===== config.mk =====
export PLATFORM = sky130hd
export DESIGN_NAME = token_node_cmd
export DESIGN_NICKNAME = d
export VERILOG_FILES = /design/src/logic/node_cmd_pkg.sv /design/src/logic/pending_queue.sv /design/src/logic/token_node_cmd.sv
export SDC_FILE = /design/constraint.sdc
export NUM_CORES = 1
export LEC_CHECK = 0
export BUFFER_PORTS_ARGS = -buffer_cell sky130_fd_sc_hd__buf_4
export CORE_MARGIN = 4
export CORE_UTILIZATION = 30
export DETAILED_ROUTE_END_ITERATION = 10
export GPL_TIMING_DRIVEN = 0
export HOLD_SLACK_MARGIN = 0.06
export SYNTH_ARGS = -nofsm -noshare
export SYNTH_HDL_FRONTEND = slang
export SYNTH_SLANG_ARGS = --single-unit
export TNS_END_PERCENT = 100

===== constraint.sdc =====
create_clock -name clock -period 3.65 [get_ports clock]
set_clock_uncertainty 0.2 [all_clocks]
set_input_delay 0.73 -clock clock [delete_from_list [all_inputs] [get_ports clock]]
set_output_delay 0.73 -clock clock [all_outputs]
set_load 0.02 [all_outputs]

===== src/logic/node_cmd_pkg.sv =====
// constants and types of the node command and status logic
package node_cmd_pkg;
  localparam int REG_AW = 4;
  localparam logic [3:0] OFS_COMMAND = 4'h0;
  localparam logic [3:0] OFS_STATUS = 4'h4;
  localparam logic [3:0] OFS_MASK = 4'h8;
  localparam logic [3:0] OFS_CONFIG = 4'hc;
  localparam int CFG_WIDE16 = 0;
  localparam int CFG_IO_MAP = 1;
  localparam int CFG_ZERO_WAIT = 2;
  localparam int CFG_LONG_PKT = 3;
  localparam int CFG_CHAIN = 6;
  localparam logic [7:0] CONFIG_RESET = 8'h00;
  localparam logic [7:0] MASK_RESET = 8'h00;
  localparam int MASK_TX_AVAIL = 0;
  localparam int MASK_RX_INHIBIT = 7;
  localparam int PAGE_W = 3;
  localparam int BUF_AW = 11;
  localparam int LEN_W = 10;
  localparam logic [1:0] OFS_SOURCE_ID = 2'h0;
  localparam logic [1:0] OFS_DEST_ID = 2'h1;
  localparam logic [1:0] OFS_COUNT = 2'h2;
  localparam logic [1:0] OFS_LONG_COUNT = 2'h3;
  localparam logic [LEN_W-1:0] SHORT_SPAN = 10'h100;
  localparam logic [LEN_W-1:0] LONG_SPAN = 10'h200;
  localparam int CLOCK_MHZ = 200;
  localparam int INT_GAP_NS = 200;
  localparam int INT_GAP_CYCLES = (INT_GAP_NS * CLOCK_MHZ + 999) / 1000;
  localparam int GAP_W = 6;
  typedef enum logic [2:0] {
    OP_NONE = 3'h0,
    OP_DISABLE_TX = 3'h1,
    OP_DISABLE_RX = 3'h2,
    OP_ENABLE_TX = 3'h3,
    OP_ENABLE_RX = 3'h4,
    OP_CLEAR_TX_INT = 3'h5,
    OP_CLEAR_RX_INT = 3'h6
  } opcode_e;
  typedef enum logic [1:0] {TX_IDLE = 2'b01, TX_BUSY = 2'b10} tx_state_e;
  typedef struct packed {
    logic rxInhibit;
    logic [2:0] spare;
    logic rxTrans;
    logic txTrans;
    logic txAck;
    logic txAvail;
  } status_s;
  typedef struct packed {
    logic valid;
    logic first;
    logic last;
    logic good;
    logic [7:0] data;
  } rx_byte_s;
  typedef struct packed {
    logic we;
    logic [BUF_AW-1:0] addr;
    logic [7:0] data;
  } buf_write_s;
endpackage


===== src/logic/pending_queue.sv =====
// two-level first-in first-out queue of pending page commands
`timescale 1ns/1ps
`default_nettype none
module pending_queue #(
  parameter int WIDTH = 3,
  parameter int DEPTH = 2
) (
  // clock and reset
  input wire logic clock,
  input wire logic reset_n,
  // fill side
  input wire logic push,
  input wire logic [WIDTH-1:0] pushData,
  // drain side
  input wire logic pop,
  output logic headValid,
  output logic [WIDTH-1:0] head,
  output logic [$clog2(DEPTH+1)-1:0] count
);
  localparam int CW = $clog2(DEPTH + 1);
  logic [WIDTH-1:0] entries [DEPTH];
  logic [CW-1:0] fill;
  wire doPop = pop && (fill != '0);
  wire doPush = push && (fill != CW'(DEPTH) || doPop);
  wire [CW-1:0] writeIdx = doPop ? fill - 1'b1 : fill;
  wire [CW-1:0] next_fill = fill + CW'(doPush) - CW'(doPop);

  if (DEPTH < 1 || WIDTH < 1) begin : g_bad
    $error("pending_queue needs positive depth and width");
  end

  for (genvar i = 0; i < DEPTH; i++) begin : g_entry
    wire [WIDTH-1:0] upper = (i + 1 < DEPTH) ? entries[(i + 1) % DEPTH] : '0;
    wire [WIDTH-1:0] shifted = doPop ? upper : entries[i];
    always_ff @(posedge clock) begin
      if (!reset_n) begin
        entries[i] <= '0;
      end else begin
        entries[i] <= (doPush && writeIdx == CW'(i)) ? pushData : shifted;
      end
    end
  end

  always_ff @(posedge clock) begin
    if (!reset_n) begin
      fill <= '0;
    end else begin
      fill <= next_fill;
    end
  end

  assign headValid = fill != '0;
  assign head = entries[0];
  assign count = fill;
endmodule
`default_nettype wire


===== src/logic/token_node_cmd.sv =====
// command interpreter and chained status of the token node controller
//
// Notes on behaviour
// a correctly stored packet sets the receiver inhibited flag
// receiver inhibited and its mask bit raise the interrupt, else software polls
// enable receive command clears receiver inhibited and selects a page
// with long packets enabled, zero at location 2 marks a long packet
// source id at 0, destination at 1, short count 256 minus length at 2
// long packet holds zero at 2 and 512 minus length at 3
// received bytes land in the page in the sender's order
// reset gives 8-bit width, memory mapping, no chaining, no zero wait
// chaining only while configuration bit 6 is set
// chaining holds two transmit and two receive commands in any order
// chaining holds two transmit and two receive completions with status
// in chaining the masks gate only the transition flags
// live available and inhibited flags stay visible beside transitions
// first enable transmit clears available and acknowledged flags
// a second enable transmit is stored with its page
// completion sets transmit transition, interrupts, shows acknowledge
// only clear transmit interrupt drops the transition and interrupt
// second completion is withheld until the first is cleared
// acknowledge is buffered with its transition and never interrupts
// stored transmit starts on the next token after the first completes
// interrupt stays low at least 200 ns between successive assertions; kept only in chaining, before the next transition of the cleared direction
// each disable transmitter cancels the oldest pending transmission
// only clear receive interrupt drops the receive transition flag
// acknowledged completion sets acknowledge and available; else acknowledge stays low
// pending commands sit in depth-two queues, served in issue order
//
// Chosen here: the address-and-strobe port and the register addresses.
`timescale 1ns/1ps
`default_nettype none
module token_node_cmd (
  // clock and reset
  input wire logic clock,
  input wire logic reset_n,
  // register port
  input wire logic [node_cmd_pkg::REG_AW-1:0] address,
  input wire logic [7:0] wrData,
  input wire logic wrStrobe,
  input wire logic rdStrobe,
  output logic [7:0] rdData,
  // network engine
  input wire logic tokenArrive,
  input wire logic txDone,
  input wire logic txAcked,
  input wire node_cmd_pkg::rx_byte_s rxIn,
  output logic txStart,
  output logic [node_cmd_pkg::PAGE_W-1:0] txPage,
  output logic txCancel,
  output logic rxArmed,
  output logic [node_cmd_pkg::PAGE_W-1:0] rxPage,
  output logic rxCancel,
  // packet buffer
  output node_cmd_pkg::buf_write_s bufWrite,
  output logic [node_cmd_pkg::LEN_W-1:0] rxLength,
  // host side
  output logic irq,
  output logic cfgWide16,
  output logic cfgIoMapped,
  output logic cfgZeroWait
);
  import node_cmd_pkg::*;

  localparam int CW = 2;
  localparam logic [GAP_W-1:0] GAP_LOAD = GAP_W'(INT_GAP_CYCLES);

  logic [7:0] config_;
  logic [7:0] mask;
  logic txAvail, txAck, rxInhibit;
  tx_state_e txState;
  logic rxActive, isLong;
  logic [8:0] rxIdx;
  logic [7:0] countByte;
  logic [PAGE_W-1:0] rxBusyPage;
  logic [1:0] trans, transFlag, held, heldFlag;
  logic [GAP_W-1:0] gap [2];
  logic [CW-1:0] txCount, rxCount;
  logic txQValid, rxQValid;
  logic [PAGE_W-1:0] txHead, rxHead;

  // command decode
  wire cmdWrite = wrStrobe && address == OFS_COMMAND;
  wire [2:0] op = cmdWrite ? wrData[2:0] : OP_NONE;
  wire [PAGE_W-1:0] cmdPage = wrData[5:3];
  wire chain = config_[CFG_CHAIN];
  wire longEn = config_[CFG_LONG_PKT];
  wire enTx = op == OP_ENABLE_TX;
  wire enRx = op == OP_ENABLE_RX;
  wire txPush = enTx && (chain || !txQValid);
  wire rxPush = enRx && (chain || !rxQValid);
  wire txIdle = txState == TX_IDLE;
  wire txEvent = txDone && txState == TX_BUSY;
  wire disTx = op == OP_DISABLE_TX && txQValid;
  wire disRx = op == OP_DISABLE_RX && rxQValid && !rxActive;
  wire txPop = txEvent || disTx;
  wire rxEnd = rxIn.valid && rxIn.last && rxActive;
  wire rxEvent = rxEnd && rxIn.good;
  wire rxPop = rxEvent || disRx;
  wire txLaunch = txIdle && tokenArrive && txQValid && !disTx;
  wire [1:0] event_ = chain ? {rxEvent, txEvent} : 2'b00;
  wire [1:0] eventFlag = {isLong, txAcked};
  wire [1:0] clearCmd = {op == OP_CLEAR_RX_INT, op == OP_CLEAR_TX_INT};

  // depth-two command queues
  pending_queue #(.WIDTH(PAGE_W), .DEPTH(2)) u_txQueue (
    .clock(clock),
    .reset_n(reset_n),
    .push(txPush),
    .pushData(cmdPage),
    .pop(txPop),
    .headValid(txQValid),
    .head(txHead),
    .count(txCount)
  );
  pending_queue #(.WIDTH(PAGE_W), .DEPTH(2)) u_rxQueue (
    .clock(clock),
    .reset_n(reset_n),
    .push(rxPush),
    .pushData(cmdPage),
    .pop(rxPop),
    .headValid(rxQValid),
    .head(rxHead),
    .count(rxCount)
  );

  // double-buffered transition status per direction
  for (genvar k = 0; k < 2; k++) begin : g_trans
    wire promote = !trans[k] && held[k] && gap[k] == '0;
    wire direct = event_[k] && !trans[k] && !held[k] && gap[k] == '0;
    always_ff @(posedge clock) begin
      if (!reset_n) begin
        trans[k] <= 1'b0;
        transFlag[k] <= 1'b0;
        held[k] <= 1'b0;
        heldFlag[k] <= 1'b0;
        gap[k] <= '0;
      end else begin
        if (clearCmd[k] && trans[k]) begin
          trans[k] <= 1'b0;
          gap[k] <= GAP_LOAD;
        end else if (gap[k] != '0) begin
          gap[k] <= gap[k] - 1'b1;
        end
        if (direct) begin
          trans[k] <= 1'b1;
          transFlag[k] <= eventFlag[k];
        end else if (promote) begin
          trans[k] <= 1'b1;
          transFlag[k] <= heldFlag[k];
          held[k] <= 1'b0;
        end
        if (event_[k] && !direct) begin
          held[k] <= 1'b1;
          heldFlag[k] <= eventFlag[k];
        end
      end
    end
  end

  // live transmitter flags and transmit sequencing
  always_ff @(posedge clock) begin
    if (!reset_n) begin
      txAvail <= 1'b1;
      txAck <= 1'b0;
      txState <= TX_IDLE;
      txStart <= 1'b0;
      txCancel <= 1'b0;
      txPage <= '0;
    end else begin
      txStart <= txLaunch;
      txCancel <= disTx;
      if (txLaunch) begin
        txPage <= txHead;
      end
      if (txPush && txCount == '0) begin
        txAvail <= 1'b0;
        txAck <= 1'b0;
      end else if (txPop && txCount == 2'd1) begin
        txAvail <= 1'b1;
      end
      if (txEvent && txAcked) begin
        txAck <= 1'b1;
      end
      case (txState)
        TX_IDLE: begin
          if (txLaunch) begin
            txState <= TX_BUSY;
          end
        end
        TX_BUSY: begin
          if (txDone || disTx) begin
            txState <= TX_IDLE;
          end
        end
        default: begin
          txState <= TX_IDLE;
        end
      endcase
    end
  end

  // receive into the selected page
  wire [8:0] pageSpan = longEn ? 9'h1ff : 9'h0ff;
  wire inPage = rxIdx <= pageSpan;
  wire [BUF_AW-1:0] pageBase = longEn ? {rxBusyPage[1:0], 9'h000} : {rxBusyPage, 8'h00};
  wire [BUF_AW-1:0] byteAddr = pageBase | {2'b00, rxIdx};
  wire rxTake = rxIn.valid && (rxActive || (rxIn.first && rxQValid));
  wire [8:0] idxNow = (rxIn.first && !rxActive) ? 9'h000 : rxIdx;
  wire longMark = longEn && idxNow == {7'h00, OFS_COUNT} && rxIn.data == 8'h00;
  wire [LEN_W-1:0] next_rxLength = isLong ? LONG_SPAN - {2'b00, countByte}
                                          : SHORT_SPAN - {2'b00, countByte};

  always_ff @(posedge clock) begin
    if (!reset_n) begin
      rxInhibit <= 1'b1;
      rxActive <= 1'b0;
      rxIdx <= '0;
      isLong <= 1'b0;
      countByte <= '0;
      rxBusyPage <= '0;
      bufWrite <= '0;
      rxLength <= '0;
      rxArmed <= 1'b0;
      rxPage <= '0;
      rxCancel <= 1'b0;
    end else begin
      rxArmed <= rxPush || (rxQValid && !rxPop) || (rxCount == 2'd2);
      rxPage <= rxHead;
      rxCancel <= disRx;
      if (rxPush && rxCount == '0) begin
        rxInhibit <= 1'b0;
      end else if (rxPop && rxCount == 2'd1 && rxEvent) begin
        rxInhibit <= 1'b1;
      end
      bufWrite.we <= 1'b0;
      if (rxIn.valid && rxIn.first && !rxActive && rxQValid) begin
        rxActive <= 1'b1;
        rxBusyPage <= rxHead;
        isLong <= 1'b0;
      end
      if (rxTake) begin
        bufWrite.we <= (rxActive ? inPage : 1'b1);
        bufWrite.addr <= (rxActive ? byteAddr
                                   : (longEn ? {rxHead[1:0], 9'h000} : {rxHead, 8'h00}));
        bufWrite.data <= rxIn.data;
        rxIdx <= idxNow + 1'b1;
        if (longMark) begin
          isLong <= 1'b1;
        end
        if (idxNow == {7'h00, OFS_COUNT} && !longMark) begin
          countByte <= rxIn.data;
        end
        if (idxNow == {7'h00, OFS_LONG_COUNT} && isLong) begin
          countByte <= rxIn.data;
        end
      end
      if (rxEnd) begin
        rxActive <= 1'b0;
        rxIdx <= '0;
      end
      if (rxEvent) begin
        rxLength <= next_rxLength;
      end
    end
  end

  // registers
  wire next_irq = chain ? (trans[0] && mask[MASK_TX_AVAIL]) || (trans[1] && mask[MASK_RX_INHIBIT])
                        : (txAvail && mask[MASK_TX_AVAIL]) || (rxInhibit && mask[MASK_RX_INHIBIT]);
  status_s status;
  assign status = '{rxInhibit: rxInhibit, spare: 3'h0, rxTrans: trans[1], txTrans: trans[0],
                    txAck: chain ? transFlag[0] : txAck, txAvail: txAvail};
  wire [7:0] readMux = (address == OFS_STATUS) ? status
                     : (address == OFS_MASK) ? mask
                     : (address == OFS_CONFIG) ? config_ : 8'h00;

  always_ff @(posedge clock) begin
    if (!reset_n) begin
      config_ <= CONFIG_RESET;
      mask <= MASK_RESET;
      rdData <= '0;
      irq <= 1'b0;
      cfgWide16 <= 1'b0;
      cfgIoMapped <= 1'b0;
      cfgZeroWait <= 1'b0;
    end else begin
      if (wrStrobe && address == OFS_CONFIG) begin
        config_ <= wrData;
      end
      if (wrStrobe && address == OFS_MASK) begin
        mask <= wrData;
      end
      rdData <= rdStrobe ? readMux : 8'h00;
      irq <= next_irq;
      cfgWide16 <= config_[CFG_WIDE16];
      cfgIoMapped <= config_[CFG_IO_MAP];
      cfgZeroWait <= config_[CFG_ZERO_WAIT];
    end
  end

  // checks
  logic [7:0] irqLow;
  always_ff @(posedge clock) begin
    if (!reset_n) begin
      irqLow <= 8'hff;
    end else if ((clearCmd & trans) != 2'b00) begin
      irqLow <= '0;
    end else if (irqLow != 8'hff) begin
      irqLow <= irqLow + 1'b1;
    end
  end
endmodule
`default_nettype wire


==> results of run 1 <==
==> registers in the layout, summed over array words and instances (netlist names), 2 cells and up <==
name / count
rxBusyPage: 3
u_txQueue.count: 2
rxPage: 3
gap: 12
mask: 8
u_rxQueue.count: 2
u_txQueue.entries: 6
rdData: 8
rxLength: 10
txState: 2
bufWrite: 20
u_rxQueue.entries: 6
held: 2
config_: 8
status: 2
rxIdx: 9
countByte: 8
txPage: 3
==> worst paths after layout <==
kind,to,startpoint,cells past startpoint,slack [ns]
setup reg to reg,u_rxQueue.entries[0][1]$_SDFFE_PN0P_,rxActive$_SDFFE_PP0P_,12,0.32
hold reg to reg,rxLength[3]$_SDFFE_PN0N_,rxLength[3]$_SDFFE_PN0N_,2,0.25
setup / recovery,u_rxQueue.entries[0][1]$_SDFFE_PN0P_,rxIn[11],12,0.21
hold / removal,rxLength[3]$_SDFFE_PN0N_,rxLength[3]$_SDFFE_PN0N_,2,0.25
==> cell usage after synthesis (all sizes together) (5+ instances only) <==
| library cell | number |
|---|---|
| dfxtp | 117 |
| nand2 | 80 |
| nor2 | 80 |
| a21oi | 47 |
| nand3 | 32 |
| mux2i | 31 |
| clkbuf | 28 |
| inv | 26 |
| o21ai | 18 |
| ha | 15 |
| xnor2 | 15 |
| nand4 | 13 |
| nor3 | 13 |
| edfxtp | 12 |
| a211oi | 11 |
| and2 | 11 |
| o31ai | 9 |
| a22oi | 8 |
| nor4 | 8 |
| mux2 | 7 |
| xor2 | 7 |
| nor2b | 6 |
| buf | 5 |
| or3 | 5 |
==> tightest hold or removal path: stages, from the launching register on <==
cell and delay [ns]:
dfxtp_1 0.30, nand2_1 0.05, a21oi_1 0.05
==> kinds of logic after synthesis <==
kind of cell	after synthesis	share of synthesized area [%]
DFF	129	46.2
AOI/OAI and AO/OA	118	13.0
muxes	39	7.04
adders and majority gates	16	3.38
and+or+nand+nor	274	23.1
xor gates and xnor gates	22	3.29
buffers and inverters	59	3.98
==> power by group <==
group	total, mW	internal, mW	switching, mW	leakage [nW]
Sequential	1.56	1.52	0.0421	1.08
Clock	1.75	1.12	0.623	0.292
Combinational	0.403	0.162	0.241	1.56
==> per-layer routing <==
metal / global-route usage (%) / part of all wire, % / wire length [um]
met2: 22.4 / 44 / 6930
met5: 0 / 0 / 0
met3: 3.95 / 5.8 / 897
met1: 20.1 / 48 / 7560
met4: 4.61 / 1.4 / 218
==> metrics by stage <==
step                instance area [um^2]  util [%]  worst slack (ns)  setup TNS [ns]  hold slack (ns)
detailed placement                  6770      35.7            -0.284          -0.820            0.246
global route                        7380      38.9            0.0533               0            0.266
global placement                    6770      35.7            -0.249          -0.716            0.241
finish                              7380      38.9             0.213               0            0.248
CTS                                 7370      38.9             0.124               0            0.253
floorplan                           5850         -             0.200               0            0.247
==> layout make-up <==
class | instances | area, um^2 | share of cell area (%)
clock buffers | 22 | 474 | 6.42
plain buffers | 33 | 135 | 1.83
repair buffers | 79 | 593 | 8.04
well taps | 260 | 325 | 4.41
flip-flops and latches | 129 | 2700 | 36.6
clock inverters | 10 | 133 | 1.80
inverters | 26 | 97.6 | 1.32
multi-input cells | 469 | 2920 | 39.6
==> out/qor.txt, run 1 <==
Yosys reg bits - 129
Via count - 4942
Drt total wl - 15600 um
Placer Congestion - 0.844
Vias in the first global route - 4860
Die area - 0.0218 mm^2
Kind of critical path - in -> reg
Cells after Synth - 657
Worst path slowest cell - or3b_2
Most numerous cell on the critical path - clkbuf_1
Initial DRT Pass Iterations - 4
Post_cts resized - 0
Synth Warn # - 0
# placed instances - 996
Share of cells above drive strength 1 - 17.6%
Largest net degree at the start of global routing - 17
Fmax - 291 MHz
Nets - 801
Die X - 148 um
Tot Pwr - 3.71 mW
Commonest cells after routing, fill and taps aside - dfxtp_1 (117), nor2_1 (80), nand2_1 (80), buf_4 (79), a21oi_1 (45)
Hold Buf Count CTS - 0
Slew headroom - 37.3%
Post-synthesis sequential area ratio - 46.2%
Initial core utilization - 30.9%
Async set-reset flop share out of synthesis - 0%
Critical path cell sequence - clkbuf_1 -> and4_1 -> clkbuf_1 -> a41o_1 -> nand2_1 -> inv_1 -> ha_1 -> or3b_2 -> nor4_2 -> a211oi_1 -> a31oi_1 -> o211a_1
CTS tree - done
Avg Inst Size Synth - 8.90 um^2
Clock Path Buffers - 2
Largest area contributor in the netlist - dfxtp_1
Core ar. - 0.0190 mm^2
DRC - 0
Clk sinks - 129
Syn_nets - 703
Antenna Violating Nets Remaining - 0
Cts bufs inserted - 17
Final hold vios - 0
Worst-path maximum fanout - 8
Crit path largest cell delay - 0.47 ns
IO Pins - 83
H-tree Lvls - 4
# rows - 50
Post-Syn Area - 0.00585 mm^2
Hpwl dp - 11500 um
Most common cell after layout, fill and taps aside - dfxtp_1
Wire per inst - 15.2 um
Setup Viol. Count Final - 0
Leak pwr - 2.93 nW
Post-CTS setup repair buffer count - 0
Startpoint Class - input port
N_diodes - 0
Filler Cells Inserted - 1949
Pwr Density - 502 mW/mm^2
Final max-slew violation count - 0
Tot GR Track Use - 14.6%
Worst-path clk slew - 0.06 ns
Number of synthesized flops with an enable pin - 12
Top cells by area, synth - dfxtp_1 (40%), edfxtp_1 (6.2%), mux2i_1 (5.3%)
Netlist cell types - 62
PortBufs - 79
Gr ovfl total - 0
Clk_lat worst skew - 0.42 ns
Worst Hold Class - reg -> reg
DR vias/cell - 4.81
Actual slew at the worst max-slew pin - 0.936 ns
Final non-filler cell total - 1028
CP top delay family - simple AND/OR/NAND/NOR gates
Status - completed
Max-capacitance violation count - 0
Fin crit share - 94.2%
CP bufs+invs - 3
Area share of the largest cell type after synthesis - 40.0%
Unrepaired setup endpoints after global routing - no
Crit path capture type - flip-flop
Worst IR Drop VDD - 0.312 mV
Ys flop type - dfxtp_1
Initial antenna violation count - 0
First-pass GRT wire length - 25400 um
Synth-to-Final Area Change - 26.2%
CTS root buffer - clkbuf_16
Chip Height - 148 um
WP data arrival - 3.60 ns
Iter 0 DRT Violations - 290
Crit path time final - 3.44 ns
Critical path required time - 3.81 ns
No activity file was read; power rests on OpenSTA's default activity.
==> inputs of run 2 (changes only) <==
--- a/config.mk
+++ b/config.mk
@@ -7,10 +7,11 @@
 export LEC_CHECK = 0
 export BUFFER_PORTS_ARGS = -buffer_cell sky130_fd_sc_hd__buf_4
 export CORE_MARGIN = 4
-export CORE_UTILIZATION = 30
+export CORE_UTILIZATION = 49
 export DETAILED_ROUTE_END_ITERATION = 10
 export GPL_TIMING_DRIVEN = 0
 export HOLD_SLACK_MARGIN = 0.06
+export PLACE_DENSITY = 0.7
 export SYNTH_ARGS = -nofsm -noshare
 export SYNTH_HDL_FRONTEND = slang
 export SYNTH_SLANG_ARGS = --single-unit
==> out/qor.txt, run 2 (synthesis results as in run 1) <==
Status - completed
Filler Cells Inserted - 981 (-50%)
Pwr Density - 508 mW/mm^2 (+1.1%)
# rows - 39 (-22%)
Initial core utilization - 50.6% (+20 points)
Worst-path maximum fanout - 7 (-1)
Fin crit share - 92.7% (-1.5 points)
Via count - 5103 (+3.3%)
Crit path capture type - flip-flop
Final non-filler cell total - 911 (-11%)
DRC - 0 (unchanged)
Max FFs per register - 20 (unchanged)
First-pass GRT wire length - 24000 um (-5.5%)
Worst Hold Class - reg -> reg
Initial antenna violation count - 0 (unchanged)
Slew headroom - 38.1% (+0.78 points)
Kind of critical path - in -> reg
Crit path time final - 3.38 ns (-0.0549 ns)
Tot GR Track Use - 22.3% (+7.7 points)
Antenna Violating Nets Remaining - 0 (unchanged)
Actual slew at the worst max-slew pin - 0.925 ns (-0.0117 ns)
Core ar. - 0.0116 mm^2 (-39%)
DR vias/cell - 5.60 (+17%)
Die area - 0.0137 mm^2 (-37%)
Top reg by flops - bufWrite
N_diodes - 0 (unchanged)
PortBufs - 79 (unchanged)
Post-CTS setup repair buffer count - 0 (unchanged)
Iter 0 DRT Violations - 329 (+13%)
Clk_lat worst skew - 0.41 ns (about the same)
Max-capacitance violation count - 0 (unchanged)
Nets - 801 (unchanged)
Leak pwr - 2.93 nW (-0.24%)
Worst IR Drop VDD - 0.307 mV (-1.6%)
Critical path required time - 3.81 ns (about the same)
# placed instances - 879 (-12%)
Clk sinks - 129 (unchanged)
Hold Buf Count CTS - 0 (unchanged)
Post-route cell area - 0.00723 mm^2 (-2.0%)
Vias in the first global route - 4978 (+2.4%)
Worst-path clk slew - 0.06 ns (about the same)
Unrepaired setup endpoints after global routing - no
Commonest cells after routing, fill and taps aside - dfxtp_1 (117), nor2_1 (80), nand2_1 (80), buf_4 (79), a21oi_1 (45)
IO Pins - 83 (unchanged)
Synth-to-Final Area Change - 23.6%
Largest net degree at the start of global routing - 17 (unchanged)
Share of cells above drive strength 1 - 17.8% (+0.26 points)
Die X - 117 um (-21%)
Gr ovfl total - 0 (unchanged)
Post-DP Area - 0.00662 mm^2 (-2.2%)
Post_cts resized - 0 (unchanged)
Final max-slew violation count - 0 (unchanged)
Fmax - 296 MHz (+1.6%)
Startpoint Class - input port
Placer Congestion - 0.894 (+5.9%)
Final hold vios - 0 (unchanged)
Clock Path Buffers - 2 (unchanged)
CTS tree - done
H-tree Lvls - 4 (unchanged)
Cts bufs inserted - 17 (unchanged)
Wire per inst - 16.3 um (+7.7%)
Top flop regs - bufWrite (20), gap (12), rxLength (10)
CTS root buffer - clkbuf_16
Chip Height - 117 um (-21%)
Most common cell after layout, fill and taps aside - dfxtp_1
Initial DRT Pass Iterations - 7 (+3)
Hpwl dp - 10900 um (-5.9%)
WP data arrival - 3.54 ns (-0.06 ns)
Setup Viol. Count Final - 0 (unchanged)
Drt total wl - 14900 um (-4.6%)
-- run 2: cell count changes in the layout (fill, tap and decap cells not counted), sizes merged --
cell	previous run	this run
clkbuf	50	46
inv	26	30
bufinv	3	2
clkinvlp	3	4
-- run 2: critical path, stage by stage --
cell and delay (ns):
buf_4 0.14, nor4b_4 0.56, a41o_1 0.32, nand2_1 0.17, inv_1 0.18, ha_1 0.24
or3b_2 0.47, nor4_2 0.27, a211oi_1 0.10, a31oi_1 0.17, o211a_1 0.16
-- run 2: worst paths after layout --
check | startpoint | to | slack (ns) | cells past startpoint
worst max-delay path | wrData[2] | u_rxQueue.entries[0][2]$_SDFFE_PN0P_ | 0.27 | 11
worst min-delay path | rxLength[3]$_SDFFE_PN0N_ | rxLength[3]$_SDFFE_PN0N_ | 0.25 | 2
worst max register to register | rxActive$_SDFFE_PP0P_ | u_rxQueue.entries[0][2]$_SDFFE_PN0P_ | 0.37 | 12
worst min register to register | rxLength[3]$_SDFFE_PN0N_ | rxLength[3]$_SDFFE_PN0N_ | 0.25 | 2
-- run 2: metal layers --
layer  share of wire [%]  vias up  GRT usage (%)
li1                    -     2516              -
met1                  45     2421           28.2
met2                  48      150           37.7
met3                 5.9       16           5.30
met4                 1.4        0           7.19
met5                   0        -              0
-- run 2: layout make-up --
type                       instances  area [um^2]  area share, %
multi-input combinational        469         2920           40.4
sequential                       129         2700           37.4
timing repair buffer              79          593           8.20
clock buffer                      18          450           6.23
tap                              143          179           2.47
clock inverter                    14          154           2.13
buffer                            33          135           1.87
inverter                          26         97.6           1.35
-- run 2: through the flow --
step	hold WS (ns)	total power, mW	setup WS, ns	util (%)	TNS (ns)
6_report	0.253	3.67	0.268	62.5	0
5_1_grt	0.275	3.82	0.0972	62.5	0
4_1_cts	0.258	3.70	0.207	62.5	0
3_5_place_dp	0.250	2.00	-0.189	57.3	-0.552
3_3_place_gp	0.242	1.97	-0.183	57.3	-0.546
2_1_floorplan	0.247	1.87	0.200	-	0
-- run 2: power by group --
group	leakage (nW)	switching, mW	internal, mW	total [mW]
clock network	0.285	0.650	1.05	1.70
logic	1.56	0.248	0.163	0.411
registers	1.08	0.0422	1.52	1.56
==> inputs of run 3 (changes only) <==
--- a/config.mk
+++ b/config.mk
@@ -12,7 +12,9 @@
 export GPL_TIMING_DRIVEN = 0
 export HOLD_SLACK_MARGIN = 0.06
 export PLACE_DENSITY = 0.7
+export RECOVER_POWER = 25
 export SYNTH_ARGS = -nofsm -noshare
 export SYNTH_HDL_FRONTEND = slang
+export SYNTH_HIERARCHICAL = 1
 export SYNTH_SLANG_ARGS = --single-unit
 export TNS_END_PERCENT = 100
==> constraint.sdc (replaced) <==
create_clock -name clock -period 3.7 [get_ports clock]
set_clock_uncertainty 0.2 [all_clocks]
set_input_delay 0.74 -clock clock [delete_from_list [all_inputs] [get_ports clock]]
set_output_delay 0.74 -clock clock [all_outputs]
set_load 0.02 [all_outputs]
==> out/qor.txt, run 3 <==
Number of synthesized flops with an enable pin - 12 (unchanged)
Most common cell in the netlist - dfxtp_1
H-tree Lvls - 4 (unchanged)
Kind of critical path - in -> reg
Crit path capture type - flip-flop
Cts bufs inserted - 17 (unchanged)
Top reg by flops - bufWrite
Largest net degree at the start of global routing - 17 (unchanged)
Gr ovfl total - 0 (unchanged)
Min-Delay Endpoint - bufWrite[14]$_SDFFE_PN0P_
Placer Congestion - 0.882 (-1.4%)
Worst r2r src - u_txQueue/count[0]$_SDFF_PN0_
Worst IR Drop VDD - 0.422 mV (+37%)
Final non-filler cell total - 915 (+0.44%)
Die X - 118 um (+0.61%)
CTS tree - done
Hold wc startpoint - bufWrite[14]$_SDFFE_PN0P_
Most common cell after layout, fill and taps aside - dfxtp_1
Unrepaired setup endpoints after global routing - no
Vias in the first global route - 4969 (-0.18%)
Avg Inst Size Synth - 8.97 um^2 (+0.71%)
Tot GR Track Use - 22.2% (-0.15 points)
Initial antenna violation count - 0 (unchanged)
Die area - 0.0139 mm^2 (+1.2%)
WP data arrival - 3.46 ns (-0.08 ns)
DRC - 0 (unchanged)
Core ar. - 0.0116 mm^2 (+0.42%)
Worst Reg2Reg Path Length in Cells - 16 (+4)
Via count - 5118 (+0.29%)
Drt total wl - 15200 um (+2.3%)
Post-CTS setup repair buffer count - 0 (unchanged)
R2R setup slack - 0.35 ns (-0.02 ns)
Worst-path maximum fanout - 6 (-1)
Clk sinks - 129 (unchanged)
IO Pins - 83 (unchanged)
Clk_lat worst skew - 0.42 ns (about the same)
Post-Syn Area - 0.00593 mm^2 (+1.3%)
Fin util - 61.4% (-1.2 points)
Hpwl dp - 11200 um (+3.2%)
Initial core utilization - 51.0% (+0.46 points)
# placed instances - 883 (+0.46%)
Antenna Violating Nets Remaining - 0 (unchanged)
Leak pwr - 2.87 nW (-1.9%)
Slew headroom - 42.0% (+3.9 points)
Actual slew at the worst max-slew pin - 0.868 ns (-0.0564 ns)
Clock Path Buffers - 2 (unchanged)
Share of cells above drive strength 1 - 11.9% (-5.9 points)
Most frequent cells after synthesis - dfxtp_1 (117), nand2_1 (104), nor2_1 (57), mux2i_1 (49), a21oi_1 (42)
PortBufs - 79 (unchanged)
Yosys reg bits - 129 (unchanged)
Worst-path clk slew - 0.05 ns (about the same)
Terminus of the critical flop-to-flop path - u_txQueue/count[1]$_SDFF_PN0_
Max-capacitance violation count - 0 (unchanged)
Nets - 805 (+0.50%)
Startpoint Class - input port
Syn_nets - 707 (+0.57%)
Hold path cells - 2 (unchanged)
Wire per inst - 16.6 um (+1.9%)
Netlist cell types - 65 (+4.8%)
Final max-slew violation count - 0 (unchanged)
Synth-to-Final Area Change - 20.2%
Max FFs per register - 20 (unchanged)
Crit path time final - 3.35 ns
CTS root buffer - clkbuf_16
Pwr Density - 500 mW/mm^2 (-1.6%)
Post_cts resized - 0 (unchanged)
Chip Height - 118 um (+0.61%)
Worst Hold Class - reg -> reg
DR vias/cell - 5.59 (-0.14%)
Ys flop type - dfxtp_1
Cells after Synth - 661 (+0.61%)
First-pass GRT wire length - 25000 um (+4.2%)
Fin crit share - 90.7%
N_diodes - 0 (unchanged)
Setup_tns - 0 ns (unchanged)
Final hold vios - 0 (unchanged)
Commonest cells after routing, fill and taps aside - dfxtp_1 (117), nand2_1 (104), clkbuf_1 (75), nor2_1 (57), mux2i_1 (49)
Hold Buf Count CTS - 0 (unchanged)
Top cells by area, synth - dfxtp_1 (40%), mux2i_1 (8.3%), nand2_1 (6.6%)
Synth Warn # - 6 (+6)
Initial DRT Pass Iterations - 5 (-2)
Area share of the largest cell type after synthesis - 39.5% (-0.52 points)
Filler Cells Inserted - 1060 (+8.1%)
Post-synthesis sequential area ratio - 45.6% (-0.60 points)
Async set-reset flop share out of synthesis - 0% (unchanged)
Top flop regs - bufWrite (20), gap (12), rxLength (10)
Critical path required time - 3.81 ns (about the same)
Fmax - 298 MHz
Largest area contributor in the netlist - dfxtp_1
# rows - 39 (unchanged)
Iter 0 DRT Violations - 369 (+12%)
Setup Viol. Count Final - 0 (unchanged)
Status - completed
Hold_ws - 0.250 ns (-0.00359 ns)
-- run 3: cell types whose count changed after synthesis, sizes merged, moves of 4 or more --
cell | before | now
o31ai | 9 | 5
o221ai | 0 | 4
mux2i | 31 | 49
and2 | 11 | 18
o2111ai | 4 | 0
nand3 | 32 | 28
nor2 | 80 | 57
a22oi | 8 | 3
nand2 | 80 | 104
a211oi | 11 | 5
-- run 3: final cells by class --
| type | count | area [um^2] | share of cell area [%] |
|---|---|---|---|
| Timing Repair Buffer | 79 | 432 | 6.06 |
| Clock buffer | 28 | 537 | 7.53 |
| Clock inverter | 4 | 45.0 | 0.632 |
| Tap cell | 143 | 179 | 2.51 |
| Buffer | 35 | 149 | 2.09 |
| Inverter | 25 | 93.8 | 1.32 |
| Sequential cell | 129 | 2700 | 37.9 |
| Multi-Input combinational cell | 472 | 2990 | 41.9 |
-- run 3: kinds of logic (layout without fill, tap and decap cells) --
group                    Yosys count  count (layout)  share of synthesized area [%]
multiplexers                      56              56                           9.73
flip-flops                       129             129                           45.6
buffers and inverters             60             171                           4.07
AND/OR/NAND/NOR                  284             284                           23.6
adder cells (fa/ha/maj)           16              16                           3.36
XOR/XNOR                          19              19                           2.81
AO/OA/AOI/OAI                     97              97                           10.9
-- run 3: per-stage QoR --
| step | cell area (um^2) | power (mW) | worst slack, ns |
|---|---|---|---|
| finish | 7130 | 3.56 | 0.346 |
| CTS | 7280 | 3.58 | 0.157 |
| floorplan | 5930 | 1.85 | 0.358 |
| global route | 7130 | 3.71 | 0.0678 |
| detailed placement | 6700 | 1.96 | -0.274 |
| global placement | 6700 | 1.94 | -0.201 |
-- run 3: how the worst max path moves through the flow --
stage                                        startpoint                       endpoint  slack, ns  cells past startpoint
after detailed placement                     address[1]  u_rxQueue/count[1]$_SDFF_PN0_      -0.27                     14
after floorplan                              address[1]  u_rxQueue/count[1]$_SDFF_PN0_       0.36                     13
after CTS                                    address[1]  u_rxQueue/count[1]$_SDFF_PN0_       0.16                     14
final                                        address[1]  u_txQueue/count[1]$_SDFF_PN0_       0.35                     11
after global routing      u_txQueue/count[0]$_SDFF_PN0_  u_txQueue/count[1]$_SDFF_PN0_       0.07                     16
after global placement                       address[1]  u_txQueue/count[1]$_SDFF_PN0_      -0.20                     11
-- run 3: worst max-delay path, cell delays in order --
cell,delay (ns)
buf_4,0.12
nor4_2,0.61
nand3_1,0.29
nor4b_1,0.63
nand2_1,0.14
ha_1,0.31
inv_1,0.04
ha_1,0.17
xnor2_1,0.13
xnor2_1,0.12
and2_1,0.15
-- run 3: report_power, final --
part,switching (mW),internal [mW]
clock network,0.576,1.05
registers,0.0513,1.50
logic,0.225,0.163
-- run 3: per-layer routing --
layer / wire (um) / vias up / GRT usage [%]
met2: 7150 / 150 / 35.3
met1: 6920 / 2441 / 28.9
met3: 854 / 27 / 5.91
li1: - / 2500 / -
met5: 0 / - / 0
met4: 304 / 0 / 8.28
